===== config.mk =====
export PLATFORM = sky130hd
export DESIGN_NAME = channel_power_protection
export DESIGN_NICKNAME = d
export VERILOG_FILES = /design/src/logic/power_protect_pkg.sv /design/src/logic/pin_sync.sv /design/src/logic/channel_power_protection.sv
export SDC_FILE = /design/constraint.sdc
export NUM_CORES = 1
export LEC_CHECK = 0
export BUFFER_PORTS_ARGS = -buffer_cell sky130_fd_sc_hd__buf_4
export CORE_MARGIN = 2
export CORE_UTILIZATION = 30
export DETAILED_ROUTE_END_ITERATION = 7
export PLACE_DENSITY_LB_ADDON = 0.12
export REMOVE_ABC_BUFFERS = 1
export SLEW_MARGIN = 15
export SYNTH_ARGS = -nofsm -noshare
export SYNTH_HDL_FRONTEND = slang
export SYNTH_HIERARCHICAL = 1
export SYNTH_SLANG_ARGS = --single-unit

===== constraint.sdc =====
create_clock -name sys_clk_i -period 3.87 [get_ports sys_clk_i]
set_input_delay 0.387 -clock sys_clk_i [delete_from_list [all_inputs] [get_ports sys_clk_i]]
set_output_delay 0.387 -clock sys_clk_i [all_outputs]
set_load 0.01 [all_outputs]

===== src/logic/power_protect_pkg.sv =====
// Constants, layouts and types shared by the channel power and protection logic
`default_nettype none
package power_protect_pkg;

  // Register port shape
  localparam int unsigned ADDR_W = 3;  // Register select width
  localparam int unsigned DATA_W = 16; // Register data width
  localparam int unsigned NUM_CH = 2;  // Channels A and B

  // Register select codes
  localparam logic [2:0] SEL_POWER_CTRL = 3'h2; // Power control register
  localparam logic [2:0] SEL_CONTROL    = 3'h3; // Control register
  localparam logic [2:0] SEL_IRQ_STATUS = 3'h4; // Sticky event status, write one to clear
  localparam logic [2:0] SEL_IRQ_MASK   = 3'h5; // Interrupt mask, same layout

  // Power control register field positions
  localparam int unsigned PC_OC_B_BIT  = 9; // Channel B overcurrent flag
  localparam int unsigned PC_OC_A_BIT  = 7; // Channel A overcurrent flag
  localparam int unsigned PC_ALERT_BIT = 5; // Thermal alert flag
  localparam int unsigned PC_PU_B_BIT  = 2; // Channel B power-on
  localparam int unsigned PC_PU_A_BIT  = 0; // Channel A power-on

  // Control register field positions
  localparam int unsigned CR_TSD_EN_BIT = 3; // Thermal protect enable
  localparam int unsigned CR_CLAMP_BIT  = 2; // Current clamp enable
  localparam int unsigned CR_CLR_BIT    = 1; // Clear-level select
  localparam int unsigned CR_SDO_BIT    = 0; // Serial readback disable

  // Interrupt status field positions
  localparam int unsigned IRQ_OC_A_BIT  = 0; // Channel A overcurrent event
  localparam int unsigned IRQ_OC_B_BIT  = 1; // Channel B overcurrent event
  localparam int unsigned IRQ_ALERT_BIT = 2; // Thermal event
  localparam int unsigned IRQ_W         = 3; // Status and mask width

  // Reset values
  localparam logic            RST_TSD_EN = 1'b0; // Thermal protection off
  localparam logic            RST_CLAMP  = 1'b1; // Current clamp on
  localparam logic            RST_CLR    = 1'b0; // Clear to zero
  localparam logic            RST_SDO    = 1'b0; // Readback enabled
  localparam logic [1:0]      RST_PU     = 2'h0; // Both channels powered down
  localparam logic [IRQ_W-1:0] RST_MASK  = 3'h0; // All events masked

  // Synchroniser depth for analog detector inputs
  localparam int unsigned SYNC_STAGES = 2;

  // Per-channel output stage state
  typedef enum logic [1:0] {
    CH_HOLD  = 2'b00, // Supplies or word not ready, output grounded
    CH_OFF   = 2'b01, // Powered down by software or thermal event
    CH_ON    = 2'b10, // Amplifier drives the pin
    CH_FAULT = 2'b11  // Powered down by overcurrent, waits for power-on write
  } ch_state_t;

  // Switch controls for one channel output stage
  typedef struct packed {
    logic amp_output_gate;     // Amplifier connected to channel_output_pin
    logic ground_clamp_switch; // Pin tied to ground through clamp resistance
    logic current_limit_en;    // Constant current limit armed
  } chan_ctrl_t;

endpackage
`default_nettype wire


===== src/logic/pin_sync.sv =====
// Two-flop synchroniser for a group of asynchronous detector levels
`timescale 1ns/1ns
`default_nettype none
module pin_sync #(
  parameter int unsigned WIDTH = 3
) (
  input  wire logic             sys_clk_i,
  input  wire logic             rst_i,
  input  wire logic [WIDTH-1:0] async_i,
  output var  logic [WIDTH-1:0] sync_o
);

  logic [WIDTH-1:0] meta_q; // First stage, read only by the second

  // Both stages reset to idle so no false fault after reset
  always_ff @(posedge sys_clk_i or posedge rst_i) begin
    if (rst_i) begin
      meta_q <= '0;
      sync_o <= '0;
    end else begin
      meta_q <= async_i;
      sync_o <= meta_q;
    end
  end

endmodule
`default_nettype wire


===== src/logic/channel_power_protection.sv =====
// Channel power sequencing, overcurrent and thermal protection with register port
`timescale 1ns/1ns
`default_nettype none
module channel_power_protection (
  input  wire logic                                   sys_clk_i,
  input  wire logic                                   rst_i,
  // Register port
  input  wire logic [power_protect_pkg::ADDR_W-1:0]   reg_addr_i,
  input  wire logic [power_protect_pkg::DATA_W-1:0]   reg_wdata_i,
  input  wire logic                                   reg_write_i,
  input  wire logic                                   reg_read_i,
  output var  logic [power_protect_pkg::DATA_W-1:0]   reg_rdata_o,
  // Power-up conditions
  input  wire logic                                   supply_stable_i,
  input  wire logic [power_protect_pkg::NUM_CH-1:0]   dac_word_load_i,
  // Analog detectors, asynchronous
  input  wire logic [power_protect_pkg::NUM_CH-1:0]   overcurrent_det_i,
  input  wire logic                                   overtemp_det_i,
  // Output stage controls, index 0 is channel A
  output var  power_protect_pkg::chan_ctrl_t [1:0]    chan_ctrl_o,
  output var  logic                                   clr_select_o,
  output var  logic                                   sdo_disable_o,
  output var  logic                                   irq_o
);

  // True when a state connects the amplifier to the pin
  function automatic logic is_driving(input power_protect_pkg::ch_state_t st);
    is_driving = (st == power_protect_pkg::CH_ON);
  endfunction

  // Synchronised detector levels
  logic [1:0] oc_sync;     // Per-channel overcurrent
  logic       ot_sync;     // Overtemperature
  logic [2:0] det_sync;    // Bundle from synchroniser

  // Configuration bits
  logic thermal_protect_enable_q; // Thermal shutdown armed
  logic clamp_enable_q;           // Current clamp versus auto power-down
  logic clr_select_q;             // Clear-level select
  logic sdo_disable_q;            // Readback disable

  // Status and power bits
  logic [1:0] channel_power_on_q; // Software power-on bits
  logic [1:0] overcurrent_flag_q; // Read-only overcurrent flags
  logic [1:0] overcurrent_flag_d; // Next overcurrent flags
  logic       thermal_alert_flag_q; // Read-only thermal alert
  logic [1:0] word_valid_q;         // A valid word reached the channel

  // Interrupt registers
  logic [power_protect_pkg::IRQ_W-1:0] irq_status_q; // Sticky events
  logic [power_protect_pkg::IRQ_W-1:0] irq_mask_q;   // Enables
  logic [power_protect_pkg::IRQ_W-1:0] irq_event;    // One-cycle events

  // Channel state
  power_protect_pkg::ch_state_t [1:0] st_q; // Current state per channel
  power_protect_pkg::ch_state_t [1:0] st_d; // Next state per channel
  logic [1:0] fault_trip;  // Auto power-down fires this cycle
  logic [1:0] pu_set_wr;   // Software writes a one to a power-on bit
  logic       thermal_trip; // Thermal shutdown fires

  // Register decode strobes
  logic wr_power;   // Write to power control
  logic wr_control; // Write to control
  logic wr_status;  // Write to interrupt status
  logic wr_mask;    // Write to interrupt mask

  // Detector inputs pass two flops before any flag sees them
  pin_sync #(
    .WIDTH (3)
  ) u_det_sync (
    .sys_clk_i (sys_clk_i),
    .rst_i     (rst_i),
    .async_i   ({overtemp_det_i, overcurrent_det_i}),
    .sync_o    (det_sync)
  );

  assign oc_sync = det_sync[1:0];
  assign ot_sync = det_sync[2];

  // Address decode of write strobes
  assign wr_power   = reg_write_i && (reg_addr_i == power_protect_pkg::SEL_POWER_CTRL);
  assign wr_control = reg_write_i && (reg_addr_i == power_protect_pkg::SEL_CONTROL);
  assign wr_status  = reg_write_i && (reg_addr_i == power_protect_pkg::SEL_IRQ_STATUS);
  assign wr_mask    = reg_write_i && (reg_addr_i == power_protect_pkg::SEL_IRQ_MASK);

  assign pu_set_wr[0] = wr_power && reg_wdata_i[power_protect_pkg::PC_PU_A_BIT];
  assign pu_set_wr[1] = wr_power && reg_wdata_i[power_protect_pkg::PC_PU_B_BIT];

  // Shutdown only counts once software armed it
  assign thermal_trip = thermal_protect_enable_q && ot_sync;

  // Control register, clamp comes up enabled
  always_ff @(posedge sys_clk_i or posedge rst_i) begin
    if (rst_i) begin
      thermal_protect_enable_q <= power_protect_pkg::RST_TSD_EN;
      clamp_enable_q           <= power_protect_pkg::RST_CLAMP;
      clr_select_q             <= power_protect_pkg::RST_CLR;
      sdo_disable_q            <= power_protect_pkg::RST_SDO;
    end else if (wr_control) begin
      thermal_protect_enable_q <= reg_wdata_i[power_protect_pkg::CR_TSD_EN_BIT];
      clamp_enable_q           <= reg_wdata_i[power_protect_pkg::CR_CLAMP_BIT];
      clr_select_q             <= reg_wdata_i[power_protect_pkg::CR_CLR_BIT];
      sdo_disable_q            <= reg_wdata_i[power_protect_pkg::CR_SDO_BIT];
    end
  end

  assign clr_select_o  = clr_select_q;
  assign sdo_disable_o = sdo_disable_q;

  // Thermal alert is not writable; it clears only once cool and power is rewritten
  always_ff @(posedge sys_clk_i or posedge rst_i) begin
    if (rst_i) begin
      thermal_alert_flag_q <= 1'b0;
    end else if (thermal_trip) begin
      thermal_alert_flag_q <= 1'b1;
    end else if (wr_power && !ot_sync) begin
      thermal_alert_flag_q <= 1'b0;
    end
  end

  generate
    for (genvar c = 0; c < 2; c++) begin : g_ch
      // Valid word latch; a brownout forgets it so power-up clamping repeats
      always_ff @(posedge sys_clk_i or posedge rst_i) begin
        if (rst_i) begin
          word_valid_q[c] <= 1'b0;
        end else if (!supply_stable_i) begin
          word_valid_q[c] <= 1'b0;
        end else if (dac_word_load_i[c]) begin
          word_valid_q[c] <= 1'b1;
        end
      end

      // Auto power-down fires only from a driving channel with clamp off
      assign fault_trip[c] = (st_q[c] == power_protect_pkg::CH_ON) && supply_stable_i &&
                             word_valid_q[c] && !thermal_trip && !clamp_enable_q &&
                             oc_sync[c];

      // Next state of the output stage
      always_comb begin
        st_d[c] = st_q[c];
        if (!supply_stable_i || !word_valid_q[c]) begin
          st_d[c] = power_protect_pkg::CH_HOLD;
        end else begin
          unique case (st_q[c])
            power_protect_pkg::CH_HOLD,
            power_protect_pkg::CH_OFF: begin
              // Release only with power-on set and no thermal event
              st_d[c] = (channel_power_on_q[c] && !thermal_trip) ?
                        power_protect_pkg::CH_ON : power_protect_pkg::CH_OFF;
            end
            power_protect_pkg::CH_ON: begin
              if (thermal_trip) begin
                st_d[c] = power_protect_pkg::CH_OFF;
              end else if (fault_trip[c]) begin
                st_d[c] = power_protect_pkg::CH_FAULT;
              end else if (!channel_power_on_q[c]) begin
                st_d[c] = power_protect_pkg::CH_OFF;
              end else begin
                st_d[c] = power_protect_pkg::CH_ON;
              end
            end
            power_protect_pkg::CH_FAULT: begin
              // Stays down until software writes power-on again
              if (thermal_trip) begin
                st_d[c] = power_protect_pkg::CH_OFF;
              end else if (pu_set_wr[c]) begin
                st_d[c] = power_protect_pkg::CH_ON;
              end else begin
                st_d[c] = power_protect_pkg::CH_FAULT;
              end
            end
          endcase
        end
      end

      // State register
      always_ff @(posedge sys_clk_i or posedge rst_i) begin
        if (rst_i) begin
          st_q[c] <= power_protect_pkg::CH_HOLD;
        end else begin
          st_q[c] <= st_d[c];
        end
      end

      // Power-on bit; hardware shutdown beats a same-cycle software write
      always_ff @(posedge sys_clk_i or posedge rst_i) begin
        if (rst_i) begin
          channel_power_on_q[c] <= power_protect_pkg::RST_PU[c];
        end else if (thermal_trip || fault_trip[c]) begin
          channel_power_on_q[c] <= 1'b0;
        end else if (wr_power) begin
          channel_power_on_q[c] <= (c == 0) ? reg_wdata_i[power_protect_pkg::PC_PU_A_BIT] :
                                              reg_wdata_i[power_protect_pkg::PC_PU_B_BIT];
        end
      end

      // Flag is sticky in fault, else tracks the short while limiting
      assign overcurrent_flag_d[c] = (st_d[c] == power_protect_pkg::CH_FAULT) ||
                                     (clamp_enable_q && is_driving(st_d[c]) &&
                                      oc_sync[c]);

      always_ff @(posedge sys_clk_i or posedge rst_i) begin
        if (rst_i) begin
          overcurrent_flag_q[c] <= 1'b0;
        end else begin
          overcurrent_flag_q[c] <= overcurrent_flag_d[c];
        end
      end

      // Switch drive registered from next state so it lines up with st_q
      always_ff @(posedge sys_clk_i or posedge rst_i) begin
        if (rst_i) begin
          chan_ctrl_o[c] <= '{amp_output_gate: 1'b0, ground_clamp_switch: 1'b1,
                              current_limit_en: 1'b0};
        end else begin
          chan_ctrl_o[c].amp_output_gate     <= is_driving(st_d[c]);
          chan_ctrl_o[c].ground_clamp_switch <= !is_driving(st_d[c]);
          chan_ctrl_o[c].current_limit_en    <= clamp_enable_q && is_driving(st_d[c]);
        end
      end
    end
  endgenerate

  // Events are rising edges of the flags
  assign irq_event[power_protect_pkg::IRQ_OC_A_BIT]  = overcurrent_flag_d[0] &&
                                                       !overcurrent_flag_q[0];
  assign irq_event[power_protect_pkg::IRQ_OC_B_BIT]  = overcurrent_flag_d[1] &&
                                                       !overcurrent_flag_q[1];
  assign irq_event[power_protect_pkg::IRQ_ALERT_BIT] = thermal_trip && !thermal_alert_flag_q;

  // Sticky status, write one clears, a new event wins over the clear
  always_ff @(posedge sys_clk_i or posedge rst_i) begin
    if (rst_i) begin
      irq_status_q <= '0;
    end else if (wr_status) begin
      irq_status_q <= (irq_status_q & ~reg_wdata_i[power_protect_pkg::IRQ_W-1:0]) | irq_event;
    end else begin
      irq_status_q <= irq_status_q | irq_event;
    end
  end

  // Mask register
  always_ff @(posedge sys_clk_i or posedge rst_i) begin
    if (rst_i) begin
      irq_mask_q <= power_protect_pkg::RST_MASK;
    end else if (wr_mask) begin
      irq_mask_q <= reg_wdata_i[power_protect_pkg::IRQ_W-1:0];
    end
  end

  assign irq_o = |(irq_status_q & irq_mask_q);

  // Read data valid only in the cycle after the strobe; unmapped reads give zero
  always_ff @(posedge sys_clk_i or posedge rst_i) begin
    if (rst_i) begin
      reg_rdata_o <= '0;
    end else begin
      reg_rdata_o <= '0;
      if (reg_read_i) begin
        unique case (reg_addr_i)
          power_protect_pkg::SEL_POWER_CTRL: begin
            reg_rdata_o[power_protect_pkg::PC_OC_B_BIT]  <= overcurrent_flag_q[1];
            reg_rdata_o[power_protect_pkg::PC_OC_A_BIT]  <= overcurrent_flag_q[0];
            reg_rdata_o[power_protect_pkg::PC_ALERT_BIT] <= thermal_alert_flag_q;
            reg_rdata_o[power_protect_pkg::PC_PU_B_BIT]  <= channel_power_on_q[1];
            reg_rdata_o[power_protect_pkg::PC_PU_A_BIT]  <= channel_power_on_q[0];
          end
          power_protect_pkg::SEL_CONTROL: begin
            reg_rdata_o[power_protect_pkg::CR_TSD_EN_BIT] <= thermal_protect_enable_q;
            reg_rdata_o[power_protect_pkg::CR_CLAMP_BIT]  <= clamp_enable_q;
            reg_rdata_o[power_protect_pkg::CR_CLR_BIT]    <= clr_select_q;
            reg_rdata_o[power_protect_pkg::CR_SDO_BIT]    <= sdo_disable_q;
          end
          power_protect_pkg::SEL_IRQ_STATUS: begin
            reg_rdata_o[power_protect_pkg::IRQ_W-1:0] <= irq_status_q;
          end
          power_protect_pkg::SEL_IRQ_MASK: begin
            reg_rdata_o[power_protect_pkg::IRQ_W-1:0] <= irq_mask_q;
          end
          default: begin
            reg_rdata_o <= '0;
          end
        endcase
      end
    end
  end
endmodule
`default_nettype wire


# Word level (Yosys, flattened, before mapping)
# Cells that the tools add are included.
# op_classes
reduce_logical	52
n_mux	35
bitwise_logic	5
n_eq_ne	16
# ops
operator	n
$logic_and A1 B1 Y1	27
$mux W2	12
$eq A2 B2 Y1 const B	8
$mux W1	16
$pmux W2 S3	2
$logic_not A1 Y1	11
$mux W10	1
$pmux W1 S4	2
$and A3 B3 Y3	2
$eq A3 B2 Y1 const B	2
$eq A3 B3 Y1 const B	2
$logic_or A1 B1 Y1	6
$or A3 B3 Y3	2
$reduce_bool A2 Y1	3
$eq A2 B1 Y1 const B	2
$logic_not A2 Y1	2
$ne A2 B1 Y1 const B	2
$reduce_or A2 Y1	2
$mux W3	1
$not A3 Y3	1
$pmux W1 S3	1
$reduce_or A3 Y1	1
# totals
inputBits	29
out_inout_bits	25
register_bits	49

# Depth between registers and ports, before layout
# depth
ltp_word	17
ltp_mapped	5

# Cells and area by module
# The synthesis kept the hierarchy.
# modules_own_cells
mod	seq_area_each_um2	area_per_inst_um2	cells_per_inst	instances
channel_power_protection	854.6	1637.8	150	1
pin_sync	150.1	153.9	7	1

# Worst setup path before layout
# OpenSTA, ideal clock, no wires.
# synth_path
path_kind	in2reg
startpoint	input reg_addr_i[2] (netlist name)
endpoint	register irq_status_q[1] (netlist name)
path_buffers	0
cell_stages	4
required_time_ns	3.747
setup_time_ns	0.123
t_arrival_ns	1.266
setup_slack_ns	2.482
cell_sequence	nand4bb_4 -> or3_4 -> o22ai_1 -> o2bb2ai_1
# synth_between
elab_chain_len	14
word_cells_on_any_way	18
classes_between	4 x eq/ne; 5 x mux; 2 x bitwise; 7 x reduce/logical
# synth_rtl
item	line_no	text
start, declared	channel_power_protection.sv:8	input wire logic [power_protect_pkg::ADDR_W-1:0] reg_addr_i,
$eq A3 B2 Y1	channel_power_protection.sv:81	assign wr_power = reg_write_i && (reg_addr_i == power_protect_pkg::SEL_POWER_CTRL);
$logic_and A1 B1 Y1	channel_power_protection.sv:81	
$logic_and A1 B1 Y1	channel_power_protection.sv:87	assign pu_set_wr[1] = wr_power && reg_wdata_i[power_protect_pkg::PC_PU_B_BIT];
$mux W1	channel_power_protection.sv:167	end else if (pu_set_wr[c]) begin
$mux W2	channel_power_protection.sv:165	if (thermal_trip) begin
$pmux W2 S3	channel_power_protection.sv:145	unique case (st_q[c])
$mux W2	channel_power_protection.sv:142	if (!supply_stable_i || !word_valid_q[c]) begin
$eq A2 B2 Y1	channel_power_protection.sv:28	is_driving = (st == power_protect_pkg::CH_ON);
$logic_and A1 B1 Y1 (2 in a row)	channel_power_protection.sv:200	(clamp_enable_q && is_driving(st_d[c]) &&
$logic_or A1 B1 Y1	channel_power_protection.sv:199	assign overcurrent_flag_d[c] = (st_d[c] == power_protect_pkg::CH_FAULT) ||
$logic_and A1 B1 Y1	channel_power_protection.sv:228	assign irq_event[power_protect_pkg::IRQ_OC_B_BIT] = overcurrent_flag_d[1] &&
$or A3 B3 Y3 (on tied branches)	channel_power_protection.sv:239, channel_power_protection.sv:237	
$mux W3 (*)	channel_power_protection.sv:236	end else if (wr_status) begin
end signal, assigned	channel_power_protection.sv:237	irq_status_q <= (irq_status_q & ~reg_wdata_i[power_protect_pkg::IRQ_W-1:0]) | irq_event;
end signal, assigned	channel_power_protection.sv:239	irq_status_q <= irq_status_q | irq_event;
end, declared	channel_power_protection.sv:50	logic [power_protect_pkg::IRQ_W-1:0] irq_status_q;
# Every way passes the cells marked *; elsewhere a longest branch is shown, timed or not.
# A chain may end at the register's enable or synchronous reset.

# Worst setup path in the final report
# layout_path
startpoint	register irq_status_q[1] (netlist name)
endpoint	output irq_o
# layout_between
elab_chain_len	2
# layout_rtl
item	line_no	text
$and A3 B3 Y3	channel_power_protection.sv:252	assign irq_o = |(irq_status_q & irq_mask_q);
$reduce_or A3 Y1	channel_power_protection.sv:252	
end, declared	channel_power_protection.sv:23	output var logic irq_o
# No other way between the ends.

==> summary.txt <==
Die
  – Initial Util: 0.306
  – # IOs: 54
  – Die H: 81.3 microns
  – Core area: 5850 sq um
  – DIE AREA: 6610 sq um
  – Row cnt: 28
  – Die W: 81.3 microns

Placed design
  – Placed insts: 261
  – IO Port Bufs: 32
  – DP HPWL: 2800 microns
  – GP Congestion: 0.816
  – Area post-placement: 2080 sq um
  – Pre-CTS setup slack: 2210 ps

Critical path
  – Crit-path slowest cell: dfrtp_1
  – Worst Setup End Kind: output pin
  – Startpoint class of the critical path: flip-flop
  – CP max FO: 3
  – Reg2Reg Setup Slack: 2410 ps
  – RR Endpoint: st_q[0]$_DFF_PP0_
  – FF-to-FF path depth: 4
  – Largest stage delay, worst path: 430 ps
  – Worst Path Required: 3480 ps
  – Critical-path cell list: a222oi_1 -> inv_1 -> buf_4
  – Critical R2R Launch: thermal_protect_enable_q$_DFFE_PP0P_
  – Critical setup path kind: flip-flop to output pin
  – WP data arrival: 1280 ps

Clocking
  – CTS hold repair buffers: 0
  – Inserted Clock Buffers: 5
  – Clock-pin slew on the worst setup and hold paths: 80 ps
  – # clock sinks: 40
  – TritonCTS clock tree: yes
  – Clk_lat worst skew: 290 ps
  – Resized cells post-CTS: 0
  – Post-CTS setup buffers: 0
  – Clk buf depth: 2
  – H-tree levels: 2
  – Root buffer cell: clkbuf_8

Yosys
  – Post-synth top flop: dfrtp_1
  – Syn Area/Cell: 11.4 sq um
  – Main combinational cell family by area after synthesis: simple AND/OR/NAND/NOR gates
  – Post-synthesis cell type count: 45
  – Yosys warns: 6
  – Commonest cells post-synth: 37 x dfrtp_1, 15 x nand2_1, 10 x buf_4, 8 x mux2_2
  – Multiplexer share of the synthesized area: 0.0559
  – Main area contributors after synthesis: dfrtp_1 52%, mux2_2 5.0%, dfstp_2 4.4%
  – Post-Synth Simple-Gate Area: 0.192
  – Xor and xnor fraction of the mapped netlist area: 0
  – Register bit total from synthesis: 40
  – Synth top area share: 0.517
  – Dominant cell type by area after synthesis: dfrtp_1
  – Post-synth EDFFs: 0
  – Post-synthesis adder-cell area fraction: 0.00698
  – Compound-cell area share of the yosys netlist: 0.122
  – Most numerous cell in the Yosys netlist: dfrtp_1
  – Sequential share of the synthesized area: 0.561
  – Mapped Cells: 157
  – Asr flop ratio synth: 1.00
  – Mapped Area: 1790 sq um

Final layout
  – Non-filler cells, final: 269
  – Layout Nets: 223
  – Layout area overhead: 21.2%
  – Share of post-route cells with drive strength above 1: 0.289
  – Fillers: 578
  – Final instance area: 2170 sq um
  – Diode count: 0

Power and ir drop
  – Leak pwr: 0.00101 uW
  – Maximum vdd drop: 178 uV
  – Power Dens Cells: 442 nW/um^2

Job
  – MaxCap Viol Count: 0

Global routing
  – First-pass GRT wire length: 6260 microns
  – Largest net degree at the start of global routing: 35
  – Number of antenna violations at the first check in global routing: 0
  – GRT Util Overall: 0.127
  – GRT overflow: 0
  – Number of global-route vias before repair: 1244

Drt
  – Vias per cell: 4.76
  – DR WL/cell: 14.4 microns
  – Post-DRT Antenna Nets: 0
  – DRT Wirelength: 3870 microns
  – DRC Markers: 0
  – Iteration-0 DRC Markers: 66
  – Iteration count of the initial detailed-routing pass: 4
  – Vias: 1280

Outcome
  – Outcome: finished clean

Timing
  – Maximum clock rate: 599 MHz
  – RSZ-0062 raised after global routing: no
  – Setup violators final: 0
  – Min Tclk post-route: 1670 ps
  – Clk_skew: 9.64 ps
  – Final worst path period share: 0.432
  – Slew Limit Fails: 0
  – WHS: 13.6 ps
  – Hold Fails Final Rpt: 0
  – Final WS setup: 2200 ps
  – Setup TNS: 0 ps

Hold path
  – Hold WC Path Type: input port to asynchronous set/reset pin
[metal layers]
layer | routed length, microns | vias to the layer above | GRT usage
met5 | 0 | - | 0
met1 | 1770 | 619 | 0.163
li1 | - | 614 | -
met3 | 227 | 5 | 0.0422
met2 | 1840 | 42 | 0.193
met4 | 38 | 0 | 0.0610
[where the power goes]
part	internal (uW)	total [uW]	leakage [uW]	switching [uW]
sequential	466	516	0.000508	50.1
combinational	82.2	158	0.000452	75.5
clock	145	286	0.0000455	140
[critical path: cells and delay by family (launching register included)]
family / cells / cell delay [ps]
DFF: 1 / 430
AOI/OAI and AO/OA: 1 / 360
buffers and inverters: 2 / 210
[layout by cell type, fill, tap and decap left out, drive strengths merged, types with 4 or more instances in the layout]
cell type | Yosys | final
dfrtp | 37 | 37
buf | 10 | 33
nand2 | 15 | 15
conb | 1 | 9
mux2 | 8 | 8
clkbuf | 2 | 8
inv | 7 | 7
and2 | 7 | 7
nor2 | 7 | 7
nor3 | 5 | 5
o21ai | 5 | 5
and3 | 4 | 4
[sequential cells by signal, summed over array words and instances (netlist names), 2 cells and up]
signal and count:
channel_power_on_q 2, st_q 4, u_det_sync/sync_o 3, reg_rdata_o 7, irq_mask_q 3, u_det_sync/meta_q 3
overcurrent_flag_q 2, word_valid_q 2, chan_ctrl_o 6, irq_status_q 3
[worst max-delay path by stage]
stage | startpoint | end | slack [ps]
after floorplan | reg_addr_i[2] | irq_status_q[1]$_DFF_PP0_ | 2480
after global placement | reg_addr_i[0] | irq_status_q[1]$_DFF_PP0_ | 2230
after detailed placement | reg_addr_i[0] | overcurrent_flag_q[1]$_DFF_PP0_ | 2210
after CTS | irq_status_q[1]$_DFF_PP0_ | irq_o | 2180
after global routing | irq_status_q[1]$_DFF_PP0_ | irq_o | 2130
final | irq_status_q[1]$_DFF_PP0_ | irq_o | 2200
[kinds of logic after synthesis]
kind of cell | Yosys count
adders and majority gates | 1
and+or+nand+nor | 58
other | 1
muxes | 9
DFF | 40
buffers and inverters | 19
AOI/OAI and AO/OA | 29
[stage by stage]
stage               total power (uW)   util
floorplan                        608      -
global placement                 680  0.356
detailed placement               683  0.356
CTS                              970  0.371
global route                    1020  0.371
finish                           959  0.371
[cell type report]
type                            count  area [sq um]  area share
Clock buffer                        8          90.1      0.0415
Sequential cell                    40          1000       0.463
Timing Repair Buffer               33           248       0.114
Multi-Input combinational cell    106           708       0.326
Tap cell                           75          93.8      0.0432
Inverter                            7          26.3      0.0121
(Power assumes the default switching activity.)
